--- config.mk ---
export PLATFORM = sky130hd
export DESIGN_NAME = cacc_top
export DESIGN_NICKNAME = d
export VERILOG_FILES = /design/src/verilog/cacc_pkg.sv /design/src/verilog/cacc_module.sv /design/src/verilog/cacc_top.sv
export VERILOG_INCLUDE_DIRS = /design/src /design/src/verilog
export SDC_FILE = /design/constraint.sdc
export NUM_CORES = 1
export LEC_CHECK = 0
export ABC_AREA = 1
export ABC_CLOCK_PERIOD_IN_PS = 11800
export BUFFER_PORTS_ARGS = -buffer_cell sky130_fd_sc_hd__buf_4
export CORE_MARGIN = 2
export CORE_UTILIZATION = 55
export DETAILED_ROUTE_END_ITERATION = 6
export PLACE_DENSITY = 0.78
export SETUP_SLACK_MARGIN = 0.4
export SLEW_MARGIN = 15
export SYNTH_ARGS = -nofsm -noshare
export SYNTH_HDL_FRONTEND = slang
export SYNTH_HIERARCHICAL = 1
export SYNTH_SLANG_ARGS = --single-unit
--- constraint.sdc ---
create_clock -name clk -period 11.8 [get_ports clk]
set_input_delay 0.59 -clock clk [delete_from_list [all_inputs] [get_ports clk]]
set_output_delay 0.59 -clock clk [all_outputs]
set_load 0.03 [all_outputs]
--- src/verilog/cacc_params.svh ---
// constants of the counter array: timing, field positions, reset values
// assumes a 50 MHz system clock standing in for the oscillator
`ifndef CACC_PARAMS_SVH
`define CACC_PARAMS_SVH
`define CACC_NUM_MODULES      5
`define CACC_WDT_MODULE       4
`define CACC_OSC_DIV          6
`define CACC_EXT_MIN_DIV      4
`define CACC_SRC_OSC0         2'h0
`define CACC_SRC_OSC1         2'h1
`define CACC_SRC_T0           2'h2
`define CACC_SRC_EXT          2'h3
`define CACC_CNT_RESET        16'h0000
`define CACC_BYTE_RESET       8'h00
`define CACC_LOW_WRAP         8'hFF
`endif

--- src/verilog/cacc_pkg.sv ---
// types shared by the counter array design
// assumes cacc_params.svh on the include path
package cacc_pkg;
    typedef logic [15:0] cacc_word_t;
    typedef logic [7:0]  cacc_byte_t;
    typedef logic [1:0]  cacc_src_t;
    typedef enum logic [1:0]
    {
        CACC_IDLE  = 2'b00,
        CACC_RUN   = 2'b01
    } cacc_run_e;
endpackage : cacc_pkg

--- src/verilog/cacc_module.sv ---
// one compare/capture module of the counter array
// assumes the top supplies a count pulse, counter value and synced reset
`include "cacc_params.svh"
module cacc_module
(
    // clock and reset
    input  wire logic               clk,
    input  wire logic               rst_q_b,
    // shared counter
    input  wire cacc_pkg::cacc_word_t count,
    input  wire logic               count_tick,
    input  wire logic               low_wrap,
    // mode bits
    input  wire logic               compare_en,
    input  wire logic               capture_rise_en,
    input  wire logic               capture_fall_en,
    input  wire logic               match_en,
    input  wire logic               toggle_en,
    input  wire logic               pwm_en,
    // software access to compare bytes
    input  wire logic               cmp_wr,
    input  wire cacc_pkg::cacc_word_t cmp_wdata,
    // pin
    input  wire logic               module_pin_in,
    // results
    output logic                    event_set,
    output logic                    match_hit,
    output cacc_pkg::cacc_byte_t    compare_high_byte,
    output cacc_pkg::cacc_byte_t    compare_low_byte,
    output logic                    pin_out
);
    import cacc_pkg::*;

    logic pin_q;
    logic pin_out_d;
    wire  rise_w;
    wire  fall_w;
    wire  capture_w;
    wire  pwm_mode_w;
    wire  hs_mode_w;
    wire  equal_w;

    // mode decode and edge qualification
    assign rise_w     = module_pin_in & ~pin_q;
    assign fall_w     = ~module_pin_in & pin_q;
    assign capture_w  = (capture_rise_en & rise_w)
                      | (capture_fall_en & fall_w);
    assign pwm_mode_w = pwm_en & compare_en;
    assign hs_mode_w  = toggle_en & match_en & compare_en;
    assign equal_w    = count_tick
                      && (count == {compare_high_byte, compare_low_byte});
    assign match_hit  = equal_w & compare_en & match_en & ~pwm_en;
    assign event_set  = match_hit | capture_w;

    // pwm level and toggle selection
    always_comb
    begin
        pin_out_d = pin_out;
        if (pwm_mode_w)
            pin_out_d = (count[7:0] >= compare_low_byte);
        else if (hs_mode_w && equal_w)
            pin_out_d = ~pin_out;
    end

    // pin history and output
    always_ff @(posedge clk or negedge rst_q_b)
    begin
        if (!rst_q_b)
        begin
            pin_q   <= 1'b0;
            pin_out <= 1'b1;
        end
        else
        begin
            pin_q   <= module_pin_in;
            pin_out <= pin_out_d;
        end
    end

    // compare bytes: software write, capture, pwm reload
    always_ff @(posedge clk or negedge rst_q_b)
    begin
        if (!rst_q_b)
        begin
            compare_high_byte <= `CACC_BYTE_RESET;
            compare_low_byte  <= `CACC_BYTE_RESET;
        end
        else if (capture_w)
        begin
            compare_high_byte <= count[15:8];
            compare_low_byte  <= count[7:0];
        end
        else if (cmp_wr)
        begin
            compare_high_byte <= cmp_wdata[15:8];
            compare_low_byte  <= cmp_wdata[7:0];
        end
        else if (pwm_mode_w && low_wrap)
            compare_low_byte <= compare_high_byte;
    end
endmodule : cacc_module

--- src/verilog/cacc_top.sv ---
// counter array: shared 16-bit counter, five compare/capture modules,
// module 4 watchdog
// assumes inputs synchronous to clk; software bits arrive as plain ports
// What this block does
// - either capture edge select enables capture
// - valid edge copies counter into compare bytes
// - irq when flag and enable both set
// - compare plus match, with pwm bit clear, sets flag on equality
// - high speed mode toggles pin on match
// - toggle needs toggle, match, compare enables
// - pwm shares counter frequency, duty per module
// - pwm pin low below compare, else high
// - low byte wrap reloads low from high
// - pwm needs pwm and compare bits
// - only module 4 may be watchdog
// - watchdog match raises internal reset
// - watchdog reset never drives external pin
// - event flag sticky until software clears
// - counter runs only while run bit set
// - source: osc/6, timer0 overflow, external
`include "cacc_params.svh"
module cacc_top
(
    // clock and reset
    input  wire logic                  clk,
    input  wire logic                  rst_b,
    // counter control
    input  wire logic                  counter_run,
    input  wire cacc_pkg::cacc_src_t   count_source_sel,
    input  wire logic                  watchdog_en,
    input  wire logic                  timer0_ovf,
    input  wire logic                  ext_count_input,
    input  wire logic                  counter_wr,
    input  wire cacc_pkg::cacc_word_t  counter_wdata,
    // module mode bits, one bit per module
    input  wire logic [4:0]            compare_en,
    input  wire logic [4:0]            capture_rise_en,
    input  wire logic [4:0]            capture_fall_en,
    input  wire logic [4:0]            match_en,
    input  wire logic [4:0]            toggle_en,
    input  wire logic [4:0]            pwm_en,
    input  wire logic [4:0]            module_irq_en,
    // compare writes and flag clears
    input  wire logic [4:0]            cmp_wr,
    input  wire cacc_pkg::cacc_word_t  cmp_wdata,
    input  wire logic [4:0]            flag_clr,
    // pins
    input  wire logic [4:0]            module_pin_in,
    output logic [4:0]                 module_pin_out,
    // status
    output cacc_pkg::cacc_byte_t       counter_high_byte,
    output cacc_pkg::cacc_byte_t       counter_low_byte,
    output logic [4:0]                 module_event_flag,
    output logic                       irq_req,
    output logic                       wdt_reset_req,
    output logic [39:0]                compare_bytes
);
    import cacc_pkg::*;

    // ----------------------------------------
    // reset release
    // ----------------------------------------
    logic rst_s1_q;
    logic rst_q_b;
    always_ff @(posedge clk or negedge rst_b)
    begin
        if (!rst_b)
        begin
            rst_s1_q <= 1'b0;
            rst_q_b  <= 1'b0;
        end
        else
        begin
            rst_s1_q <= 1'b1;
            rst_q_b  <= rst_s1_q;
        end
    end

    // ----------------------------------------
    // count pulse source
    // ----------------------------------------
    logic [2:0] div_q;
    logic       ext_q;
    logic       ext_gap_q;
    wire        osc_tick_w;
    wire        ext_tick_w;
    wire        src_tick_w;
    wire        count_tick_w;
    wire        low_wrap_w;
    cacc_word_t count_q;
    cacc_word_t count_d;

    assign osc_tick_w = (div_q == 3'(`CACC_OSC_DIV - 1));
    // external edge, spaced at least the minimum divide apart
    assign ext_tick_w = ext_count_input & ~ext_q & ext_gap_q;
    assign src_tick_w = (count_source_sel == `CACC_SRC_T0)  ? timer0_ovf :
                        (count_source_sel == `CACC_SRC_EXT) ? ext_tick_w :
                                                              osc_tick_w;
    assign count_tick_w = counter_run & src_tick_w;
    assign low_wrap_w   = count_tick_w && (count_q[7:0] == `CACC_LOW_WRAP);
    assign count_d      = count_q + 16'h0001;

    // divider for the oscillator rate
    always_ff @(posedge clk or negedge rst_q_b)
    begin
        if (!rst_q_b)
            div_q <= 3'h0;
        else if (osc_tick_w)
            div_q <= 3'h0;
        else
            div_q <= div_q + 3'h1;
    end

    // external input history and spacing
    logic [1:0] ext_cnt_q;
    always_ff @(posedge clk or negedge rst_q_b)
    begin
        if (!rst_q_b)
        begin
            ext_q     <= 1'b0;
            ext_cnt_q <= 2'h0;
            ext_gap_q <= 1'b1;
        end
        else
        begin
            ext_q <= ext_count_input;
            if (ext_tick_w)
            begin
                ext_cnt_q <= 2'h0;
                ext_gap_q <= 1'b0;
            end
            else if (!ext_gap_q)
            begin
                ext_cnt_q <= ext_cnt_q + 2'h1;
                ext_gap_q <= (ext_cnt_q == 2'(`CACC_EXT_MIN_DIV - 2));
            end
        end
    end

    always_ff @(posedge clk or negedge rst_q_b)
    begin
        if (!rst_q_b)
            count_q <= `CACC_CNT_RESET;
        else if (counter_wr)
            count_q <= counter_wdata;
        else if (count_tick_w)
            count_q <= count_d;
    end

    // ----------------------------------------
    // modules
    // ----------------------------------------
    logic [4:0] event_w;
    logic [4:0] match_w;
    logic [4:0] pin_w;
    cacc_byte_t hi_w [5];
    cacc_byte_t lo_w [5];

    genvar gi;
    generate
        for (gi = 0; gi < `CACC_NUM_MODULES; gi++)
        begin : g_mod
            cacc_module u_mod
            (
                .clk               (clk),
                .rst_q_b           (rst_q_b),
                .count             (count_q),
                .count_tick        (count_tick_w),
                .low_wrap          (low_wrap_w),
                .compare_en        (compare_en[gi]),
                .capture_rise_en   (capture_rise_en[gi]),
                .capture_fall_en   (capture_fall_en[gi]),
                .match_en          (match_en[gi]),
                .toggle_en         (toggle_en[gi]),
                .pwm_en            (pwm_en[gi]),
                .cmp_wr            (cmp_wr[gi]),
                .cmp_wdata         (cmp_wdata),
                .module_pin_in     (module_pin_in[gi]),
                .event_set         (event_w[gi]),
                .match_hit         (match_w[gi]),
                .compare_high_byte (hi_w[gi]),
                .compare_low_byte  (lo_w[gi]),
                .pin_out           (pin_w[gi])
            );
            assign compare_bytes[gi*8 +: 8] = lo_w[gi];
        end
    endgenerate

    // ----------------------------------------
    // flags, interrupt, watchdog
    // ----------------------------------------
    wire [4:0] flag_d;
    wire       irq_d;
    wire       wdt_d;

    assign flag_d = event_w | (module_event_flag & ~flag_clr);
    assign irq_d  = |(flag_d & module_irq_en);
    // module 4 only, gated by enable
    assign wdt_d  = watchdog_en & compare_en[`CACC_WDT_MODULE]
                  & match_w[`CACC_WDT_MODULE];

    // status registers
    always_ff @(posedge clk or negedge rst_q_b)
    begin
        if (!rst_q_b)
        begin
            module_event_flag <= 5'h00;
            irq_req           <= 1'b0;
            wdt_reset_req     <= 1'b0;
            module_pin_out    <= 5'h1F;
            counter_high_byte <= `CACC_BYTE_RESET;
            counter_low_byte  <= `CACC_BYTE_RESET;
        end
        else
        begin
            module_event_flag <= flag_d;
            irq_req           <= irq_d;
            wdt_reset_req     <= wdt_d;
            module_pin_out    <= pin_w;
            counter_high_byte <= count_q[15:8];
            counter_low_byte  <= count_q[7:0];
        end
    end

    // ----------------------------------------
    // assertions
    // ----------------------------------------
    property p_flag_sticky;
        @(posedge clk) disable iff (!rst_q_b)
        module_event_flag[0] && !flag_clr[0] |=> module_event_flag[0];
    endproperty
    a_flag_sticky: assert property (p_flag_sticky)
        else $error("event flag dropped without clear");

    property p_irq;
        @(posedge clk) disable iff (!rst_q_b)
        irq_req == |(module_event_flag & $past(module_irq_en));
    endproperty
    a_irq: assert property (p_irq)
        else $error("interrupt request wrong");

    property p_stop;
        @(posedge clk) disable iff (!rst_q_b)
        !counter_run && !counter_wr |=> $stable(count_q);
    endproperty
    a_stop: assert property (p_stop)
        else $error("counter moved while stopped");

    property p_wdt;
        @(posedge clk) disable iff (!rst_q_b)
        !watchdog_en |=> !wdt_reset_req;
    endproperty
    a_wdt: assert property (p_wdt)
        else $error("watchdog reset while disabled");

    property p_wdt_hit;
        @(posedge clk) disable iff (!rst_q_b)
        wdt_d |=> wdt_reset_req && module_event_flag[4];
    endproperty
    a_wdt_hit: assert property (p_wdt_hit)
        else $error("watchdog match missed");

    property p_pwm;
        @(posedge clk) disable iff (!rst_q_b)
        pwm_en[3] && compare_en[3]
        |=> ##1 module_pin_out[3]
                == ($past(count_q[7:0], 2) >= $past(lo_w[3], 2));
    endproperty
    a_pwm: assert property (p_pwm)
        else $error("pwm level wrong");

    property p_capture;
        @(posedge clk) disable iff (!rst_q_b)
        event_w[1] && !match_w[1] |=> {hi_w[1], lo_w[1]} == $past(count_q);
    endproperty
    a_capture: assert property (p_capture)
        else $error("capture value wrong");

    property p_tick;
        @(posedge clk) disable iff (!rst_q_b)
        count_tick_w && !counter_wr |=> count_q == $past(count_q) + 16'h0001;
    endproperty
    a_tick: assert property (p_tick)
        else $error("counter increment wrong");
endmodule : cacc_top

# ---- After elaboration in Yosys (flattened, before gate mapping)
# Index checks and enable logic that the tools add are counted.
dict set report word_totals {
  word_cells 219
  output_inout_bits 68
  ram_bits 0
  input_bits 91
  mem_bits_ro 0
  latchBits 0
  regBits 143
  n_memories 0
}
dict set report classes {
  reduce_logical 33
  add_sub_neg 3
  n_bitwise 90
  multipliers 0
  n_shift 0
  muxes 44
  n_eq_ne 11
  div_mod_pow 0
  magnitude_cmp 5
}
# operator count
set op_table {}
lappend op_table {{8-bit two-way mux} 25}
lappend op_table {{16-bit == test} 5}
lappend op_table {{1-bit bitwise AND} 55}
lappend op_table {{8-bit greater-or-equal comparator} 5}
lappend op_table {{16-bit two-way mux} 2}
lappend op_table {{2-bit nonzero test} 11}
lappend op_table {{1-bit NOT} 21}
lappend op_table {{16-bit by 1-bit adder with 16-bit output (second input constant)} 1}
lappend op_table {{1-bit logical AND} 16}
lappend op_table {{3-bit nonzero test} 5}
lappend op_table {{1-bit two-way mux} 14}
lappend op_table {{5-bit bitwise AND} 2}
lappend op_table {{1-bit bitwise OR} 10}
lappend op_table {{8-bit == test (second input constant)} 1}
lappend op_table {{2-bit == test (second input constant)} 3}
lappend op_table {{5-bit NOT} 1}
lappend op_table {{5-bit bitwise OR} 1}
lappend op_table {{5-bit OR reduction} 1}
lappend op_table {{2-bit two-way mux} 2}
lappend op_table {{3-bit by 1-bit adder with 3-bit output (second input constant)} 1}
lappend op_table {{3-bit == test (second input constant)} 1}
lappend op_table {{3-bit two-way mux} 1}
lappend op_table {{2-bit by 1-bit adder with 2-bit output (second input constant)} 1}
lappend op_table {{2-bit by 1-bit inequality test with 1-bit output (second input constant)} 1}

# ---- Depth between registers and ports, before layout
dict set report depth {
  ltp_word 14
  depth_mapped 15
  ltp_nobuf 14
}

# ---- Modules after synthesis
# The synthesis kept the hierarchy.
# module n_inst cells_each area_each_um2 seq_area_each_um2
set by_module_without_submodules {}
lappend by_module_without_submodules {cacc_module 5 207 1456.4 451.7}
lappend by_module_without_submodules {cacc_top 1 252 2282.2 1333.8}

# ---- Worst setup path after synthesis
# No wires, ideal clock.
dict set report synth_path {
  kind {input-to-reg}
  from {input count_source_sel[1]}
  to {register irq_req}
  required_ps 11682
  path_slack_ps 9646
  cell_stages 15
  path_buffers 1
  arrival_time_ps 2036
  setup_ps 118
  path_cell_list {inv_1 -> a21oi_1 -> nand2_1 -> nand3_4 -> buf_2 -> inv_1 -> inv_1 -> nor2_1 -> and3_1 -> nand4_1 -> nand2_1 -> o21bai_1 -> nand2_1 -> nand4_1 -> a21o_1}
}
dict set report synth_via {
  elab_chain_len 12
  word_cells_on_any_way 33
  classes_between {eq/ne: 2; mux: 2; bitwise: 23; reduce/logical: 6}
}
# item line_no
set synth_rtl {}
lappend synth_rtl {{start, declared} cacc_top.sv:29} ;# input wire cacc_pkg::cacc_src_t count_source_sel,
lappend synth_rtl {{2-bit == test (no source line)} n/a}
lappend synth_rtl {{1-bit two-way mux} cacc_top.sv:97} ;# (count_source_sel == `CACC_SRC_EXT) ? ext_tick_w :
lappend synth_rtl {{1-bit two-way mux (*)} cacc_top.sv:96} ;# assign src_tick_w = (count_source_sel == `CACC_SRC_T0) ? timer0_ovf :
lappend synth_rtl {{1-bit bitwise AND (*)} cacc_top.sv:99} ;# assign count_tick_w = counter_run & src_tick_w;
lappend synth_rtl {{named net count_tick_w} cacc_top.sv:88} ;# wire count_tick_w;
lappend synth_rtl {{1-bit logical AND (*)} cacc_module.sv:51} ;# && (count == {compare_high_byte, compare_low_byte});
lappend synth_rtl {{1-bit bitwise AND (*) (3 in a row)} cacc_module.sv:52} ;# assign match_hit = equal_w & compare_en & match_en & ~pwm_en;
lappend synth_rtl {{1-bit bitwise OR (*)} cacc_module.sv:53} ;# assign event_set = match_hit | capture_w;
lappend synth_rtl {{named net event_w[1]} cacc_top.sv:153} ;# logic [4:0] event_w;
lappend synth_rtl {{5-bit bitwise OR (*)} cacc_top.sv:196} ;# assign flag_d = event_w | (module_event_flag & ~flag_clr);
lappend synth_rtl {{named net flag_d[1]} cacc_top.sv:192} ;# wire [4:0] flag_d;
lappend synth_rtl {{5-bit bitwise AND (*)} cacc_top.sv:197} ;# assign irq_d = |(flag_d & module_irq_en);
lappend synth_rtl {{5-bit OR reduction (*)} cacc_top.sv:197}
lappend synth_rtl {{named net irq_d} cacc_top.sv:193} ;# wire irq_d;
lappend synth_rtl {{end signal, assigned} cacc_top.sv:217} ;# irq_req <= irq_d;
lappend synth_rtl {{end, declared} cacc_top.sv:54} ;# output logic irq_req,
# Mark *: on every way through the listed nets, which the timed path passes. The rest lies on a longest branch.
# A chain may end at the register's enable or synchronous reset.

# ---- Worst setup path after layout
dict set report layout_path {
  from {register count_q[1]}
  to {register g_mod[3].u_mod.compare_low_byte[0]}
}
dict set report layout_via {
  elab_chain_len 4
}
# item line_no
set layout_rtl {}
lappend layout_rtl {{start, declared} cacc_top.sv:90} ;# cacc_word_t count_q;
lappend layout_rtl {{start signal, assigned} cacc_top.sv:143} ;# count_q <= `CACC_CNT_RESET;
lappend layout_rtl {{start signal, assigned} cacc_top.sv:145} ;# count_q <= counter_wdata;
lappend layout_rtl {{start signal, assigned} cacc_top.sv:147} ;# count_q <= count_d;
lappend layout_rtl {{8-bit == test (no source line)} n/a}
lappend layout_rtl {{1-bit logical AND} cacc_top.sv:100} ;# assign low_wrap_w = count_tick_w && (count_q[7:0] == `CACC_LOW_WRAP);
lappend layout_rtl {{named net low_wrap_w} cacc_top.sv:89} ;# wire low_wrap_w;
lappend layout_rtl {{1-bit logical AND} cacc_module.sv:98} ;# else if (pwm_mode_w && low_wrap)
lappend layout_rtl {{3-bit nonzero test (no source line)} n/a}
lappend layout_rtl {{end signal, assigned} cacc_module.sv:91} ;# compare_low_byte <= count[7:0];
lappend layout_rtl {{end signal, assigned} cacc_module.sv:96} ;# compare_low_byte <= cmp_wdata[7:0];
lappend layout_rtl {{end signal, assigned} cacc_module.sv:99} ;# compare_low_byte <= compare_high_byte;
lappend layout_rtl {{end, declared} cacc_module.sv:29} ;# output cacc_pkg::cacc_byte_t compare_low_byte,
# The timed path passes the listed nets, and every way through them passes these cells.

==> qor.yml <==
outcome: "completed"
finalWorstSetupSlack_ps: 8850
hold_class: "in -> reg"
fin_crit_sh_pct: 25.00
synth_cells: 1283
post_cts_buffers: 0
antenna_left: 0
numCtsBuffers: 17
cts_max_path_buffers: 2
syn_area_per_cell_um2: 7.443
max-slew-margin-rel_pct: 28.32
fmax_mhz: 339.0
tritoncts: "built"
tightest_slew_ps: 1075
viasPerCell: 5.528
setup_viol: 0
die_w_um: 135.8
grt_max_degree: 80
critPathLaunchType: "flip-flop"
grt_pass1_wl_um: 43790
cp-end-kind: "flip-flop"
final_common_cell: "nand2_1"
insertion_delay_ps: 420
path_clk_slew_ps: 60
syn-cell-area_mm2: 0.009549
crit_required_ps: 12140
skew_ps: 9.370
nNetsFinal: 1561
grt-ovfl-total: 0
io_buffers: 158
fin_util_pct: 65.83
p_leak_nw: 5.902
cts_root_buf: "clkbuf_16"
drive_gt1_share_pct: 18.88
syn_to_final_growth_pct: 18.00
path_class: "reg -> reg"
final_cell_mix: "nand2_1, inv_1, buf_4"
syn-num-nets: 1416
fin_tns_setup_ps: 0
drv_slew: 0
wl_per_cell_um: 16.72
die-area_mm2: 0.01843
first_pass_iters: 7
antennaDiodeCount: 0
finalHoldViolCount: 0
rows: 48
start_util_pct: 55.79
power_density_mw_per_mm2: 153.8
dr_total_vias: 9210
design_area_mm2: 0.01127
crit_fanout: 16
place_congestion: 0.9358
htreeDepth: 4
place_hpwl_um: 19280
vdd_drop_max_mv: 0.1078
first_iter_violations: 1079
die_h_um: 135.8
cp.arrival_ps: 3290
routed_wl_um: 27850
yosys_warnings: 6
post-route-min-period_ps: 2950
placed_cell_area_mm2: 0.01069
track_usage_pct: 30.92
clock_sinks: 143
place_ws_ps: 8988
drv_cap: 0
coreArea_mm2: 0.01712
antenna_found_initial: 0
route.detailed.drc: 0
grt_setup_unrepaired: "false"
ioPinCount: 159
grt_pass1_vias: 8624
==> repair_timing <==
item | 4_1_cts | 5_1_grt
resized for setup | 0 | 0
endpoints found under the hold margin | 2 | 0
setup endpoints to repair | 0 | 0
hold buffers | 1 | 0
==> per-layer routing <==
| layer | wire [um] | track usage (%) | vias up |
|---|---|---|---|
| met5 | 0 | 0 | - |
| met3 | 2851 | 6.210 | 79 |
| met4 | 1160 | 13.95 | 0 |
| met2 | 12430 | 48.06 | 464 |
| li1 | - | - | 4415 |
| met1 | 11410 | 41.89 | 4252 |
==> final timing paths <==
| kind | end | slack, ps | from | depth (start not counted) |
|---|---|---|---|---|
| max | g_mod[3].u_mod/compare_low_byte[0] | 8850 | count_q[1] | 9 |
| min | ext_q | 290 | ext_count_input | 1 |
| max reg2reg | g_mod[3].u_mod/compare_low_byte[0] | 8850 | count_q[1] | 9 |
| min reg2reg | rst_q_b | 360 | rst_s1_q | 0 |
| max in group asynchronous | g_mod[4].u_mod/compare_high_byte[1] | 9800 | rst_q_b | 1 |
| min in group asynchronous | g_mod[1].u_mod/compare_low_byte[1] | 430 | rst_q_b | 0 |
==> final cells by class <==
type | instances | area [um2]
clock buffer | 23 | 488.0
clock inverter | 9 | 83.83
fill | 1506 | 5848
inverter | 206 | 798.3
multi-input combinational | 899 | 4810
sequential | 143 | 3596
tap | 225 | 281.5
timing repair buffer | 161 | 1211
==> per-stage QoR <==
step	hold WS (ps)	power, W	cells
after global routing	282.5	0.001828	1666
after detailed placement	349.0	0.001204	1633
final	285.6	0.001733	1666
after global placement	340.8	0.001190	1633
after floorplan	294.4	0.001021	1283
after CTS	276.1	0.001732	1666
==> critical path: stages (launching register included) <==
cell	delay [ps]
dfrtp_1	810
ha_1	360
nand3_1	160
inv_1	170
nand2_1	90
nor2_1	590
nand2_1	200
nand2_4	230
nor2_1	70
a31oi_1	160
==> flip-flops by register name, indices dropped and copies added, names as in the netlist, 8 cells and up <==
signal / flops
count_q: 16
counter_high_byte: 8
counter_low_byte: 8
g_mod.u_mod/compare_high_byte: 40
g_mod.u_mod/compare_low_byte: 40
==> where the power goes <==
group          total (W)  internal (W)  switching, W
Combinational   0.000539      0.000202      0.000337
Sequential      0.000669      0.000573     0.0000969
Clock           0.000524      0.000312      0.000212
(Power assumes the default switching activity.)
